==> config.mk <==
export PLATFORM = sky130hd
export DESIGN_NAME = camera_stream_setup_regs
export DESIGN_NICKNAME = d
export VERILOG_FILES = /design/src/design/stream_setup_pkg.sv /design/src/design/camera_stream_setup_regs.sv /design/src/design/settings_store.sv
export VERILOG_INCLUDE_DIRS = /design/src /design/src/design
export SDC_FILE = /design/constraint.sdc
export NUM_CORES = 1
export LEC_CHECK = 0
export BUFFER_PORTS_ARGS = -buffer_cell sky130_fd_sc_hd__clkbuf_2
export CAP_MARGIN = 20
export CORE_ASPECT_RATIO = 0.7
export CORE_MARGIN = 4
export CORE_UTILIZATION = 45
export DETAILED_ROUTE_END_ITERATION = 10
export GPL_ROUTABILITY_DRIVEN = 1
export PLACE_DENSITY = 0.86
export SYNTH_ARGS = -nofsm -noshare
export SYNTH_HDL_FRONTEND = slang
export SYNTH_SLANG_ARGS = --single-unit
==> constraint.sdc <==
create_clock -name clk -period 1.8 [get_ports clk]
set_clock_uncertainty 0.15 [all_clocks]
set_input_delay 0.09 -clock clk [delete_from_list [all_inputs] [get_ports clk]]
set_output_delay 0.09 -clock clk [all_outputs]
set_load 0.01 [all_outputs]
==> src/design/stream_setup_defs.svh <==
// offsets, field positions and codes for the stream setup register bank
`ifndef STREAM_SETUP_DEFS_SVH
`define STREAM_SETUP_DEFS_SVH

// register byte offsets from the bank base
`define OFS_VIDEO_FORMAT   12'h608
`define OFS_STREAM_CFG     12'h60c
`define OFS_FREE_RUN       12'h614
`define OFS_STORE_TRIG     12'h618
`define OFS_STORE_CHAN     12'h620

// field positions in verilog bit order (bit 0 of the map is bit 31 here)
`define FMT_HI             31
`define FMT_LO             29
`define CHL_HI             31
`define CHL_LO             28
`define SPL_HI             25
`define SPL_LO             24
`define OPMODE_BIT         15
`define CHB_HI             13
`define CHB_LO             8
`define SPB_HI             2
`define SPB_LO             0
`define RUN_BIT            31
`define SAVE_BIT           31
`define SCH_HI             31
`define SCH_LO             28

// video format codes
`define FMT_0              3'h0
`define FMT_1              3'h1
`define FMT_2              3'h2
`define FMT_6              3'h6
`define FMT_7              3'h7

// speed code limits
`define SPL_MAX            2'h2
`define SPB_MAX            3'h5

// reset values
`define RST_FMT            3'h0
`define RST_CH4            4'h0
`define RST_SPL            2'h0
`define RST_CH6            6'h00
`define RST_SPB            3'h0

`endif

==> src/design/stream_setup_pkg.sv <==
// types shared by the stream setup register bank
package stream_setup_pkg;
    typedef enum logic {
        OP_LEGACY,
        OP_B
    } op_mode_e;

    typedef enum logic [1:0] {
        ST_IDLE,
        ST_COPY,
        ST_DONE
    } store_state_e;
endpackage

==> src/design/camera_stream_setup_regs.sv <==
// camera stream setup register bank with selected transmit settings
`timescale 1ns/1ps
`include "stream_setup_defs.svh"

// Functional notes
// - the active format comes from the top three bits of the format register, codes 0,1,2,6,7.
// - legacy mode sends on the channel held in the four-bit legacy channel field.
// - legacy speed is a two-bit code for 100, 200 or 400 Mbit/s.
// - one mode bit picks legacy (0) or 1394b (1) and so which channel and speed fields apply.
// - 1394b mode sends on the channel held in the six-bit 1394b channel field.
// - 1394b speed is a three-bit code for 100 Mbit/s up to 3.2 Gbit/s.
// - the continuous bit starts or stops free-run transmission only under format 0 or 7.
// - writing one to the save bit copies the working settings to the chosen channel, then clears.
// - bit 0 of each register is its most significant bit, offsets are bytes from the base.
// - the save-channel register keeps a four-bit channel number in its top bits.
module camera_stream_setup_regs (
    // clock and reset
    input  wire logic        clk,
    input  wire logic        rst,
    // register access port
    input  wire logic [11:0] reg_addr,
    input  wire logic        reg_wr,
    input  wire logic        reg_rd,
    input  wire logic [31:0] reg_wdata,
    output logic [31:0]      reg_rdata,
    output logic             reg_ack,
    output logic             reg_err,
    // selected transmit settings
    output logic [2:0]       video_format,
    output logic [5:0]       tx_channel,
    output logic [2:0]       tx_speed,
    output logic             op_mode_b,
    output logic             free_run_active,
    // settings memory write port
    output logic             mem_we,
    output logic [3:0]       mem_chan,
    output logic [31:0]      mem_data
);
    // stored fields
    logic [2:0] fmt;
    logic [3:0] ch_legacy;
    logic [1:0] sp_legacy;
    stream_setup_pkg::op_mode_e op_mode;
    logic [5:0] ch_b;
    logic [2:0] sp_b;
    logic       run_req;
    logic       save_pend;
    logic [3:0] save_chan;

    // sequencer links
    logic       store_busy;
    logic       store_done;
    logic       store_we;
    logic [3:0] store_chan;
    logic [31:0] store_data;

    // address decode
    wire hit_fmt   = (reg_addr == `OFS_VIDEO_FORMAT);
    wire hit_cfg   = (reg_addr == `OFS_STREAM_CFG);
    wire hit_run   = (reg_addr == `OFS_FREE_RUN);
    wire hit_save  = (reg_addr == `OFS_STORE_TRIG);
    wire hit_schan = (reg_addr == `OFS_STORE_CHAN);
    wire hit_any   = hit_fmt | hit_cfg | hit_run | hit_save | hit_schan;

    // format code legal check, used for format register writes
    function automatic logic fmt_legal(input logic [2:0] f);
        fmt_legal = (f == `FMT_0) || (f == `FMT_1) || (f == `FMT_2) ||
                    (f == `FMT_6) || (f == `FMT_7);
    endfunction

    // msb-first layout of each register image
    wire [31:0] img_fmt = {fmt, 29'h0};
    wire [31:0] img_cfg = {ch_legacy, 2'h0, sp_legacy, 8'h00,
                           (op_mode == stream_setup_pkg::OP_B), 1'b0,
                           ch_b, 5'h00, sp_b};
    wire [31:0] img_run = {run_req, 31'h0};
    wire [31:0] img_save = {save_pend, 31'h0};
    wire [31:0] img_schan = {save_chan, 28'h0};

    // unmapped and reserved bits read zero
    wire [31:0] rd_mux = hit_fmt   ? img_fmt :
                         hit_cfg   ? img_cfg :
                         hit_run   ? img_run :
                         hit_save  ? img_save :
                         hit_schan ? img_schan : 32'h0000_0000;

    wire [2:0] w_fmt  = reg_wdata[`FMT_HI:`FMT_LO];
    wire [1:0] w_spl  = reg_wdata[`SPL_HI:`SPL_LO];
    wire [2:0] w_spb  = reg_wdata[`SPB_HI:`SPB_LO];
    wire       wr_cfg = reg_wr & hit_cfg;

    wire fmt_we = reg_wr & hit_fmt & fmt_legal(w_fmt);
    // run effective only under format 0 or 7
    wire run_ok = (fmt == `FMT_0) || (fmt == `FMT_7);
    wire save_start = reg_wr & hit_save & reg_wdata[`SAVE_BIT] & ~save_pend
                      & ~store_busy;
    wire is_b = (op_mode == stream_setup_pkg::OP_B);

    always_ff @(posedge clk) begin
        if (rst) begin
            fmt <= `RST_FMT;
        end else if (fmt_we) begin
            fmt <= w_fmt;
        end
    end

    always_ff @(posedge clk) begin
        if (rst) begin
            ch_legacy <= `RST_CH4;
            sp_legacy <= `RST_SPL;
            op_mode   <= stream_setup_pkg::OP_LEGACY;
            ch_b      <= `RST_CH6;
            sp_b      <= `RST_SPB;
        end else if (wr_cfg) begin
            ch_legacy <= reg_wdata[`CHL_HI:`CHL_LO];
            if (w_spl <= `SPL_MAX) sp_legacy <= w_spl;
            op_mode <= reg_wdata[`OPMODE_BIT] ? stream_setup_pkg::OP_B
                                              : stream_setup_pkg::OP_LEGACY;
            ch_b <= reg_wdata[`CHB_HI:`CHB_LO];
            if (w_spb <= `SPB_MAX) sp_b <= w_spb;
        end
    end

    always_ff @(posedge clk) begin
        if (rst) begin
            run_req   <= 1'b0;
            save_chan <= `RST_CH4;
        end else begin
            if (reg_wr & hit_run) run_req <= reg_wdata[`RUN_BIT];
            if (reg_wr & hit_schan) save_chan <= reg_wdata[`SCH_HI:`SCH_LO];
        end
    end

    // save bit self clears when copy completes
    always_ff @(posedge clk) begin
        if (rst) begin
            save_pend <= 1'b0;
        end else if (save_start) begin
            save_pend <= 1'b1;
        end else if (store_done) begin
            save_pend <= 1'b0;
        end
    end

    settings_store u_store (
        .clk      (clk),
        .rst      (rst),
        .start    (save_start),
        .channel  (save_chan),
        .work_cfg (img_cfg),
        .mem_we   (store_we),
        .mem_chan (store_chan),
        .mem_data (store_data),
        .busy     (store_busy),
        .done     (store_done)
    );

    // registered outputs
    always_ff @(posedge clk) begin
        if (rst) begin
            reg_rdata       <= 32'h0000_0000;
            reg_ack         <= 1'b0;
            reg_err         <= 1'b0;
            video_format    <= `RST_FMT;
            tx_channel      <= `RST_CH6;
            tx_speed        <= `RST_SPB;
            op_mode_b       <= 1'b0;
            free_run_active <= 1'b0;
            mem_we          <= 1'b0;
            mem_chan        <= `RST_CH4;
            mem_data        <= 32'h0000_0000;
        end else begin
            reg_rdata       <= reg_rd ? rd_mux : 32'h0000_0000;
            reg_ack         <= (reg_rd | reg_wr) & hit_any;
            reg_err         <= (reg_rd | reg_wr) & ~hit_any;
            video_format    <= fmt;
            // mode picks the channel and speed in force
            tx_channel      <= is_b ? ch_b : {2'h0, ch_legacy};
            tx_speed        <= is_b ? sp_b : {1'b0, sp_legacy};
            op_mode_b       <= is_b;
            free_run_active <= run_req & run_ok;
            mem_we          <= store_we;
            mem_chan        <= store_chan;
            mem_data        <= store_data;
        end
    end
endmodule

==> src/design/settings_store.sv <==
// store sequencer: copies the working settings into a memory channel
`timescale 1ns/1ps
`include "stream_setup_defs.svh"

module settings_store (
    // clock and reset
    input  wire logic        clk,
    input  wire logic        rst,
    // request and target
    input  wire logic        start,
    input  wire logic [3:0]  channel,
    input  wire logic [31:0] work_cfg,
    // memory write port
    output logic             mem_we,
    output logic [3:0]       mem_chan,
    output logic [31:0]      mem_data,
    // status
    output logic             busy,
    output logic             done
);
    stream_setup_pkg::store_state_e state;
    stream_setup_pkg::store_state_e next_state;

    always_comb begin
        next_state = state;
        case (state)
            stream_setup_pkg::ST_IDLE:
                if (start) next_state = stream_setup_pkg::ST_COPY;
            stream_setup_pkg::ST_COPY: next_state = stream_setup_pkg::ST_DONE;
            stream_setup_pkg::ST_DONE: next_state = stream_setup_pkg::ST_IDLE;
            default: next_state = stream_setup_pkg::ST_IDLE;
        endcase
    end

    always_ff @(posedge clk) begin
        if (rst) begin
            state    <= stream_setup_pkg::ST_IDLE;
            mem_we   <= 1'b0;
            mem_chan <= `RST_CH4;
            mem_data <= 32'h0000_0000;
            done     <= 1'b0;
        end else begin
            state  <= next_state;
            mem_we <= (state == stream_setup_pkg::ST_COPY);
            done   <= (state == stream_setup_pkg::ST_DONE);
            // snapshot target and settings when a save starts
            if (state == stream_setup_pkg::ST_IDLE && start) begin
                mem_chan <= channel;
                mem_data <= work_cfg;
            end
        end
    end

    assign busy = (state != stream_setup_pkg::ST_IDLE);
endmodule

==> results of run 1 <==
[Yosys cell counts, types with 4 or more instances]
| cell | number | area, sq um |
|---|---|---|
| dfxtp_1 | 102 | 2042 |
| a21oi_1 | 45 | 225.2 |
| buf_4 | 34 | 255.2 |
| nor2b_1 | 30 | 187.7 |
| nand3_1 | 26 | 130.1 |
| nand2_1 | 24 | 90.09 |
| o21ai_1 | 19 | 95.09 |
| and2_1 | 16 | 100.1 |
| clkbuf_1 | 15 | 56.30 |
| nor2_1 | 15 | 56.30 |
| o21ai_0 | 8 | 40.04 |
| buf_2 | 7 | 35.03 |
| mux2i_1 | 7 | 70.07 |
| inv_1 | 6 | 22.52 |
| nand2b_1 | 6 | 37.54 |
| mux2_2 | 5 | 56.30 |
| buf_6 | 4 | 45.04 |
| nor3b_1 | 4 | 30.03 |
[path summary, 6_finish.rpt]
check,to,slack (ps),start
setup / recovery,reg_ack,70,rst
hold / removal,save_chan[3],-0.5,reg_wdata[31]
setup reg to reg,u_store.mem_data[13],180,u_store.state[1]
hold reg to reg,mem_we,310,u_store.mem_we
[state kept, by name, indices dropped and copies added, names as in the netlist, 2 cells and up]
name and flops:
u_store.mem_chan 4, video_format 3, save_chan 4, tx_channel 6, u_store.mem_data 16, mem_data 16
ch_legacy 4, fmt 3, u_store.state 2, sp_legacy 2, reg_rdata 16, sp_b 3
ch_b 6, tx_speed 3, mem_chan 4
[layout by cell type (no fill, tap or decap), drive strengths merged, types with 3 or more instances in the layout]
cell type	count
dfxtp	102
clkbuf	93
a21oi	45
conb	32
nor2b	30
o21ai	28
nand3	26
nand2	24
buf	22
dlygate4sd3	21
and2	16
nor2	15
inv	11
mux2i	7
nand2b	6
mux2	5
nor4	5
nor3b	4
or3	3
nor3	3
nand3b	3
or4	3
[repair_timing]
| item | in CTS | in global routing |
|---|---|---|
| hold endpoints to repair | 28 | 0 |
| buffers inserted | 0 | 0 |
| resized for setup | 0 | 2 |
| hold buffers | 21 | 0 |
| endpoints found under the setup margin | 0 | 2 |
[cell families (layout without fill, tap and decap cells)]
family,Yosys count,count (layout),synth area share
flip-flops,102,102,0.5212
AO/OA/AOI/OAI,83,83,0.1140
multiplexers,12,12,0.03226
AND/OR/NAND/NOR,148,148,0.2258
buffers and inverters,66,149,0.1057
other,1,32,0.0009572
[final cells by class]
type,count,share of cell area
inverters,6,0.004569
clock buffers,9,0.04569
well taps,120,0.03046
clock inverters,7,0.01472
flip-flops and latches,102,0.4142
repair buffers,127,0.1673
multi-input cells,275,0.3231
[power by group through the flow]
stage	Combinational [mW]	Clock, mW	Sequential (mW)
5_1_grt	0.255	2.03	2.26
6_report	0.234	1.92	2.26
3_5_place_dp	0.192	0	2.31
2_1_floorplan	0.167	0	2.31
3_3_place_gp	0.187	0	2.31
4_1_cts	0.228	1.94	2.26
[through the flow]
stage | worst slack, ps | instance area [sq um]
floorplan | 16.29 | 4034
finish | 73.67 | 4930
CTS | 23.99 | 4920
global placement | -97.86 | 4412
detailed placement | -186.9 | 4412
global route | 3.604 | 4930
[worst register-to-register path: stages (launching register included)]
cell and delay, ps:
dfxtp_1 350, nor4b_2 320, and3_1 190, buf_4 240
nand3_1 150, a21oi_1 150
[layer usage]
layer	vias up	wire length, um	global-route usage	share of wire
met3	17	757	0.05405	0.081
met2	133	4219	0.2915	0.45
met5	-	0	0	0
li1	1550	-	-	-
met4	0	172	0.06965	0.018
met1	1468	4185	0.2365	0.45
==> reports/metrics.csv, run 1 <==
stage,metric,value,unit
floorplan,die width,119.5,um
floorplan,core area,0.008478,sq mm
global_routing,global-route wire length before repair,15030,um
power_and_ir_drop,switching power share of the total,0.2434,
critical_path,worst-path cell chain,"dlygate4sd3_1, clkbuf_2, buf_6, o21bai_1, nor2_1, dlygate4sd3_1",
run_status,failing checks,negative hold slack,
placed_design,placed cell count,609,
run_status,status,"complete, but fails checks",
detailed_routing,initial detailed-routing violation count,260,
cells_and_area,layout cells sized above 1,0.2586,
critical_path,CP required,1890,ps
power_and_ir_drop,combinational power share,0.053,
critical_path,slowest CP cell,dlygate4sd3_1,
power_and_ir_drop,Pwr Total,4.407,mW
synthesis,sequential share of the synthesized area,0.5212,
sta,Slew @ Worst Pin,542.2,ps
critical_path,CP bufs+invs,4,
floorplan,I/O pins,133,
global_routing,largest net degree at the start of global routing,42,
cells_and_area,post-layout util,0.5815,
synthesis,number of distinct library cells after synthesis,44,
cts,Clock Tree Buf Depth,2,
critical_path,CP most frequent cell,dlygate4sd3_1,
critical_path,"CP delay by family, top",buffers and inverters,
floorplan,Die Ht,86.07,um
critical_path,Worst Setup Start Kind,primary input,
synthesis,post-synthesis cell count,412,
synthesis,Syn. warnings,0,
power_and_ir_drop,Net Sw Power,1.072,mW
sta,final worst path period need,1726,ps
synthesis,Post-synth ARST share,0,
detailed_routing,Final ANT Viol Nets,0,
sta,"Slew Viols, Final",0,
critical_path,CP peak stage delay,550,ps
hold_path,worst hold stages,4,
critical_path,critical path class,in2reg,
floorplan,initial core utilization,0.4621,
cells_and_area,Storage cell area,0.002042,sq mm
floorplan,die area,0.01029,sq mm
job,MaxCap Viol Count,0,
power_and_ir_drop,Worst VDD drop,710.4,uV
detailed_routing,WL final,9334,um
detailed_routing,TritonRoute pass-1 iters,5,
global_routing,GRT Residual Overflow,0,
global_routing,initial antenna violation count,0,
detailed_routing,DRC,0,
critical_path,critical path depth,6,
cts,CTS H-Tree Depth,3,
placed_design,Port-buffer cells,84,
cts,Skew-Pair Late Insertion Delay,350,ps
cells_and_area,ant diodes,0,
cells_and_area,Area Growth Syn to Fin,25.84,%
placed_design,DP Wirelength,6501,um
global_routing,gr usage total,0.1830,
cts,CTS tree,yes,
detailed_routing,DR vias,3168,
cells_and_area,Layout Cells excl Fill,646,
critical_path,crit-path max FO,41,
cells_and_area,filler instances,740,
power_and_ir_drop,cell-internal power,3.334,mW
power_and_ir_drop,power density cells,893.9,mW/mm^2
placed_design,Placer Congestion,0.8112,
synthesis,syn avg cell area,9.509,sq um
cells_and_area,multi-input logic area,0.001593,sq mm
synthesis,"EDFF count, synth",0,
detailed_routing,drt wl/cell,14.45,um
critical_path,Worst setup EP type,register,
detailed_routing,DR vias/cell,4.904,
critical_path,WP data arrival,1810,ps
sta,Final Hold Vio Count,1,
sta,final worst path period share,0.9591,
cts,clock-pin slew on the worst setup and hold paths,80,ps
hold_path,Hold Crit Class,in2reg,
sta,setup tns final,0,ps
sta,Fmax achieved,579.3,MHz
synthesis,ys flop type,dfxtp_1,
cts,CTS Buf Count,9,
sta,Hold WS,-0.4951,ps
power_and_ir_drop,Sequential Power Share,0.512,
cts,Root Buffer,clkbuf_16,
cells_and_area,Layout Nets,569,
global_routing,vias in the first global route,3074,
synthesis,Yosys reg bits,102,
power_and_ir_drop,Clk network pwr share,0.435,
sta,max_slew headroom,0.6380,
synthesis,mapped cell area,0.003918,sq mm
critical_path,FF-to-FF path depth,5,
power_and_ir_drop,Pleak,2.045,nW
sta,RSZ-0062 raised after global routing,false,
cts,CTS Sinks,102,
sta,Setup Viol. Count Final,0,
floorplan,Cell Rows,28,
(Power assumes the default switching activity.)
==> inputs of run 2 (changes only) <==
Settings changed: ABC_AREA set to 1, CORE_UTILIZATION 45 to 44, PLACE_DENSITY 0.86 to 0.85, SETUP_SLACK_MARGIN set to 0.02.
==> run 2 against run 1 <==
Compared with the run above:
- the run now ends clean
- worst hold slack better by 12 ps
- core utilization up 0.52 points
- non-clock buffer count down 8
- critical path type unchanged
- synthesized cell count up 7.3%
- largest cell class unchanged
- critical endpoint is now sp_legacy[0]
- fmax down 2.4%
- setup slack worse by 42 ps
- clock-buffer cell count unchanged
- total power up 1.6%
==> reports/metrics.csv, run 2 <==
stage,metric,value,unit,change
power_and_ir_drop,Sequential Power Share,0.504,,-0.008
job,MaxCap Viol Count,0,,unchanged
sta,final worst path period share,0.9823,,+0.02324
sta,Hold WS,11.93,ps,+12.42 ps
cells_and_area,largest registers,"mem_data x16, reg_rdata x16, u_store.mem_data x16",,
cts,Clock Tree Buf Depth,2,,unchanged
hold_path,HP Start,rst,,
power_and_ir_drop,switching power share of the total,0.2286,,-0.01477
hold_path,Hold Crit Class,in2reg,,
detailed_routing,drt wl/cell,13.59,um,-6.0%
synthesis,syn avg cell area,8.317,sq um,-13%
synthesis,ys flop type,dfxtp_1,,
synthesis,Post-Synth Simple-Gate Area,0.1835,,-0.04235
power_and_ir_drop,Worst VDD drop,574.8,uV,-19%
sta,Fmax achieved,565.6,MHz,-2.4%
cells_and_area,"most common cell after layout, fill and taps aside",dfxtp_1,,
hold_path,hold endpoint,save_chan[3],,
cts,Skew-Pair Late Insertion Delay,340,ps,about the same
sta,final worst slack,31.83,ps,-41.84 ps
synthesis,Compound-Gate Fraction of Synth Area,0.1123,,-0.001700
cells_and_area,multi-input logic area,0.001217,sq mm,-24%
sta,Setup Viol. Count Final,0,,unchanged
floorplan,die area,0.009905,sq mm,-3.7%
detailed_routing,WL final,8995,um,-3.6%
synthesis,mapped cell area,0.003676,sq mm,-6.2%
detailed_routing,DR vias,3172,,+0.13%
floorplan,I/O pins,133,,unchanged
power_and_ir_drop,Net Sw Power,1.024,mW,-4.5%
synthesis,Post-synth top cells,"102 x dfxtp_1, 56 x inv_1, 52 x nor2_1, 51 x nand2_1, 50 x a21oi_1",,
power_and_ir_drop,power density cells,953.4,mW/mm^2,+6.7%
critical_path,critical path class,in2reg,,
synthesis,top cell type's share of synthesized area,0.5555,,+0.03424
critical_path,crit-path max FO,17,,-59%
global_routing,largest net degree at the start of global routing,43,,+2.4%
critical_path,R2R setup slack,250,ps,+70 ps
sta,RSZ-0062 raised after global routing,true,,
cts,clock-pin slew on the worst setup and hold paths,70,ps,about the same
cells_and_area,most frequent cells in the layout,"102 x dfxtp_1, 84 x clkbuf_2, 56 x inv_1",,
hold_path,worst hold stages,3,,-1
floorplan,initial core utilization,0.4591,,-0.002938
cts,CTS H-Tree Depth,3,,unchanged
global_routing,vias in the first global route,3070,,-0.13%
critical_path,FF-to-FF End,u_store.mem_chan[0],,
global_routing,gr usage total,0.1812,,-0.001749
power_and_ir_drop,Pleak,2.332,nW,+14%
sta,Final Hold Vio Count,0,,-1
detailed_routing,DRC,0,,unchanged
synthesis,largest cells by area after synthesis,"dfxtp_1 56%, a21oi_1 6.8%, buf_4 6.5%",,
global_routing,global-route wire length before repair,14210,um,-5.4%
power_and_ir_drop,combinational power share,0.044,,-0.009
critical_path,CP required,1930,ps,+40 ps
critical_path,Worst Setup Start Kind,primary input,,
placed_design,placed cell count,618,,+1.5%
cells_and_area,Layout Cells excl Fill,662,,+2.5%
global_routing,initial antenna violation count,0,,unchanged
detailed_routing,DR vias/cell,4.792,,-2.3%
floorplan,Die Ht,84.48,um,-1.8%
floorplan,core area,0.008006,sq mm,-5.6%
cells_and_area,Storage cell area,0.002042,sq mm,unchanged
cts,CTS Sinks,102,,unchanged
run_status,status,completed,,
synthesis,most instantiated library cell after synthesis,dfxtp_1,,
critical_path,WP data arrival,1900,ps,+90 ps
cts,Root Buffer,clkbuf_16,,
cts,CTS tree,yes,,
critical_path,Worst setup EP type,register,,
critical_path,Reg2Reg Launch Point,u_store.state[0],,
cells_and_area,filler instances,693,,-6.4%
synthesis,mux cell area share after synthesis,0,,-0.03226
synthesis,"EDFF count, synth",0,,unchanged
sta,"Slew Viols, Final",0,,unchanged
cells_and_area,layout cells sized above 1,0.2264,,-0.03217
synthesis,"area leader, netlist",dfxtp_1,,
cells_and_area,ant diodes,0,,unchanged
placed_design,Placer Congestion,0.9293,,+15%
detailed_routing,initial detailed-routing violation count,470,,+81%
global_routing,GRT Residual Overflow,0,,unchanged
synthesis,post-synthesis cell count,442,,+7.3%
critical_path,FF-to-FF path depth,6,,+1
detailed_routing,Final ANT Viol Nets,0,,unchanged
placed_design,worst slack at placement,163.0,ps,+349.9 ps
placed_design,DP Wirelength,6377,um,-1.9%
placed_design,Port-buffer cells,84,,unchanged
floorplan,die width,117.3,um,-1.9%
sta,final worst path period need,1768,ps,+41.84 ps
synthesis,XOR/XNOR Fraction of Synth Area,0,,unchanged
synthesis,Post-synth ARST share,0,,unchanged
cells_and_area,Layout Nets,604,,+6.2%
sta,setup tns final,0,ps,unchanged
cts,CTS Buf Count,9,,unchanged
synthesis,sequential share of the synthesized area,0.5555,,+0.03424
power_and_ir_drop,Clk network pwr share,0.452,,+0.017
synthesis,number of distinct library cells after synthesis,23,,-48%
power_and_ir_drop,cell-internal power,3.455,mW,+3.6%
synthesis,Synth Area in Adders,0,,unchanged
detailed_routing,TritonRoute pass-1 iters,6,,+1
cells_and_area,post-layout util,0.5867,,+0.005190
floorplan,Cell Rows,27,,-3.6%
synthesis,Yosys reg bits,102,,unchanged
synthesis,largest family of logic cells by synthesized area,simple AND/OR/NAND/NOR gates,,
cells_and_area,Area Growth Syn to Fin,27.77,%,
synthesis,Syn. warnings,0,,unchanged
## run 2: changes by cell type after synthesis, moves of 18 or more
cell,delta
nor2_1,+37
inv_1,+50
o21ai_1,-19
o21ai_0,+23
nor3_1,+18
nor2b_1,-29
nand2_1,+27
## run 2: cell families (layout without fill, tap and decap cells)
| group | after synthesis | in the layout |
|---|---|---|
| buffers and inverters | 105 | 193 |
| other | 1 | 32 |
| AO/OA/AOI/OAI | 82 | 82 |
| flip-flops | 102 | 102 |
| AND/OR/NAND/NOR | 152 | 152 |
## run 2: area by class of cell
cell class,count,area share
Clock buffer,9,0.04795
Sequential cell,102,0.4347
Tap cell,101,0.02690
Clock inverter,7,0.02131
Inverter,58,0.04742
Multi-Input combinational cell,266,0.2592
Timing Repair Buffer,119,0.1625
## run 2: stage by stage
step | total power, mW | area [sq um]
after detailed placement | 2.465 | 4091
after CTS | 4.502 | 4637
after global routing | 4.621 | 4697
final | 4.478 | 4697
after global placement | 2.462 | 4091
after floorplan | 2.449 | 3792
## run 2: repair_timing
action                                  in CTS  in global routing
endpoints found under the setup margin       0                 16
hold buffers                                22                  0
buffers inserted                             0                  6
resized for setup                            0                  4
endpoints found under the hold margin       25                  0
## run 2: worst max path at each step
stage,start,to
final,reg_addr[8],sp_legacy[0]
after global routing,reg_addr[8],sp_legacy[0]
after CTS,reg_addr[8],sp_legacy[0]
after detailed placement,u_store.state[0],u_store.mem_data[13]
after global placement,u_store.state[0],u_store.mem_data[10]
after floorplan,u_store.state[0],u_store.mem_data[31]
## run 2: critical path: stages
cell	delay [ps]
clkbuf_2	80
nor2_1	120
nand3_2	140
nor2_4	190
nand2_4	90
nor2_4	190
inv_6	90
or2_1	230
a21oi_1	130
dlygate4sd3_1	560
## run 2: per-layer routing
metal | vias up | routed length, um | global-route usage | share of wire
met3 | 21 | 850 | 0.06052 | 0.094
met2 | 163 | 4210 | 0.3018 | 0.47
met5 | - | 0 | 0 | 0
met4 | 0 | 146 | 0.04271 | 0.016
li1 | 1559 | - | - | -
met1 | 1429 | 3787 | 0.2262 | 0.42
## run 2: power by group through the flow
| stage | clock [mW] | sequential [mW] | combinational (mW) |
|---|---|---|---|
| after floorplan | 0 | 2.31 | 0.138 |
| after global placement | 0 | 2.31 | 0.153 |
| after detailed placement | 0 | 2.31 | 0.156 |
| after CTS | 2.06 | 2.26 | 0.189 |
| after global routing | 2.15 | 2.26 | 0.216 |
| final | 2.02 | 2.26 | 0.198 |
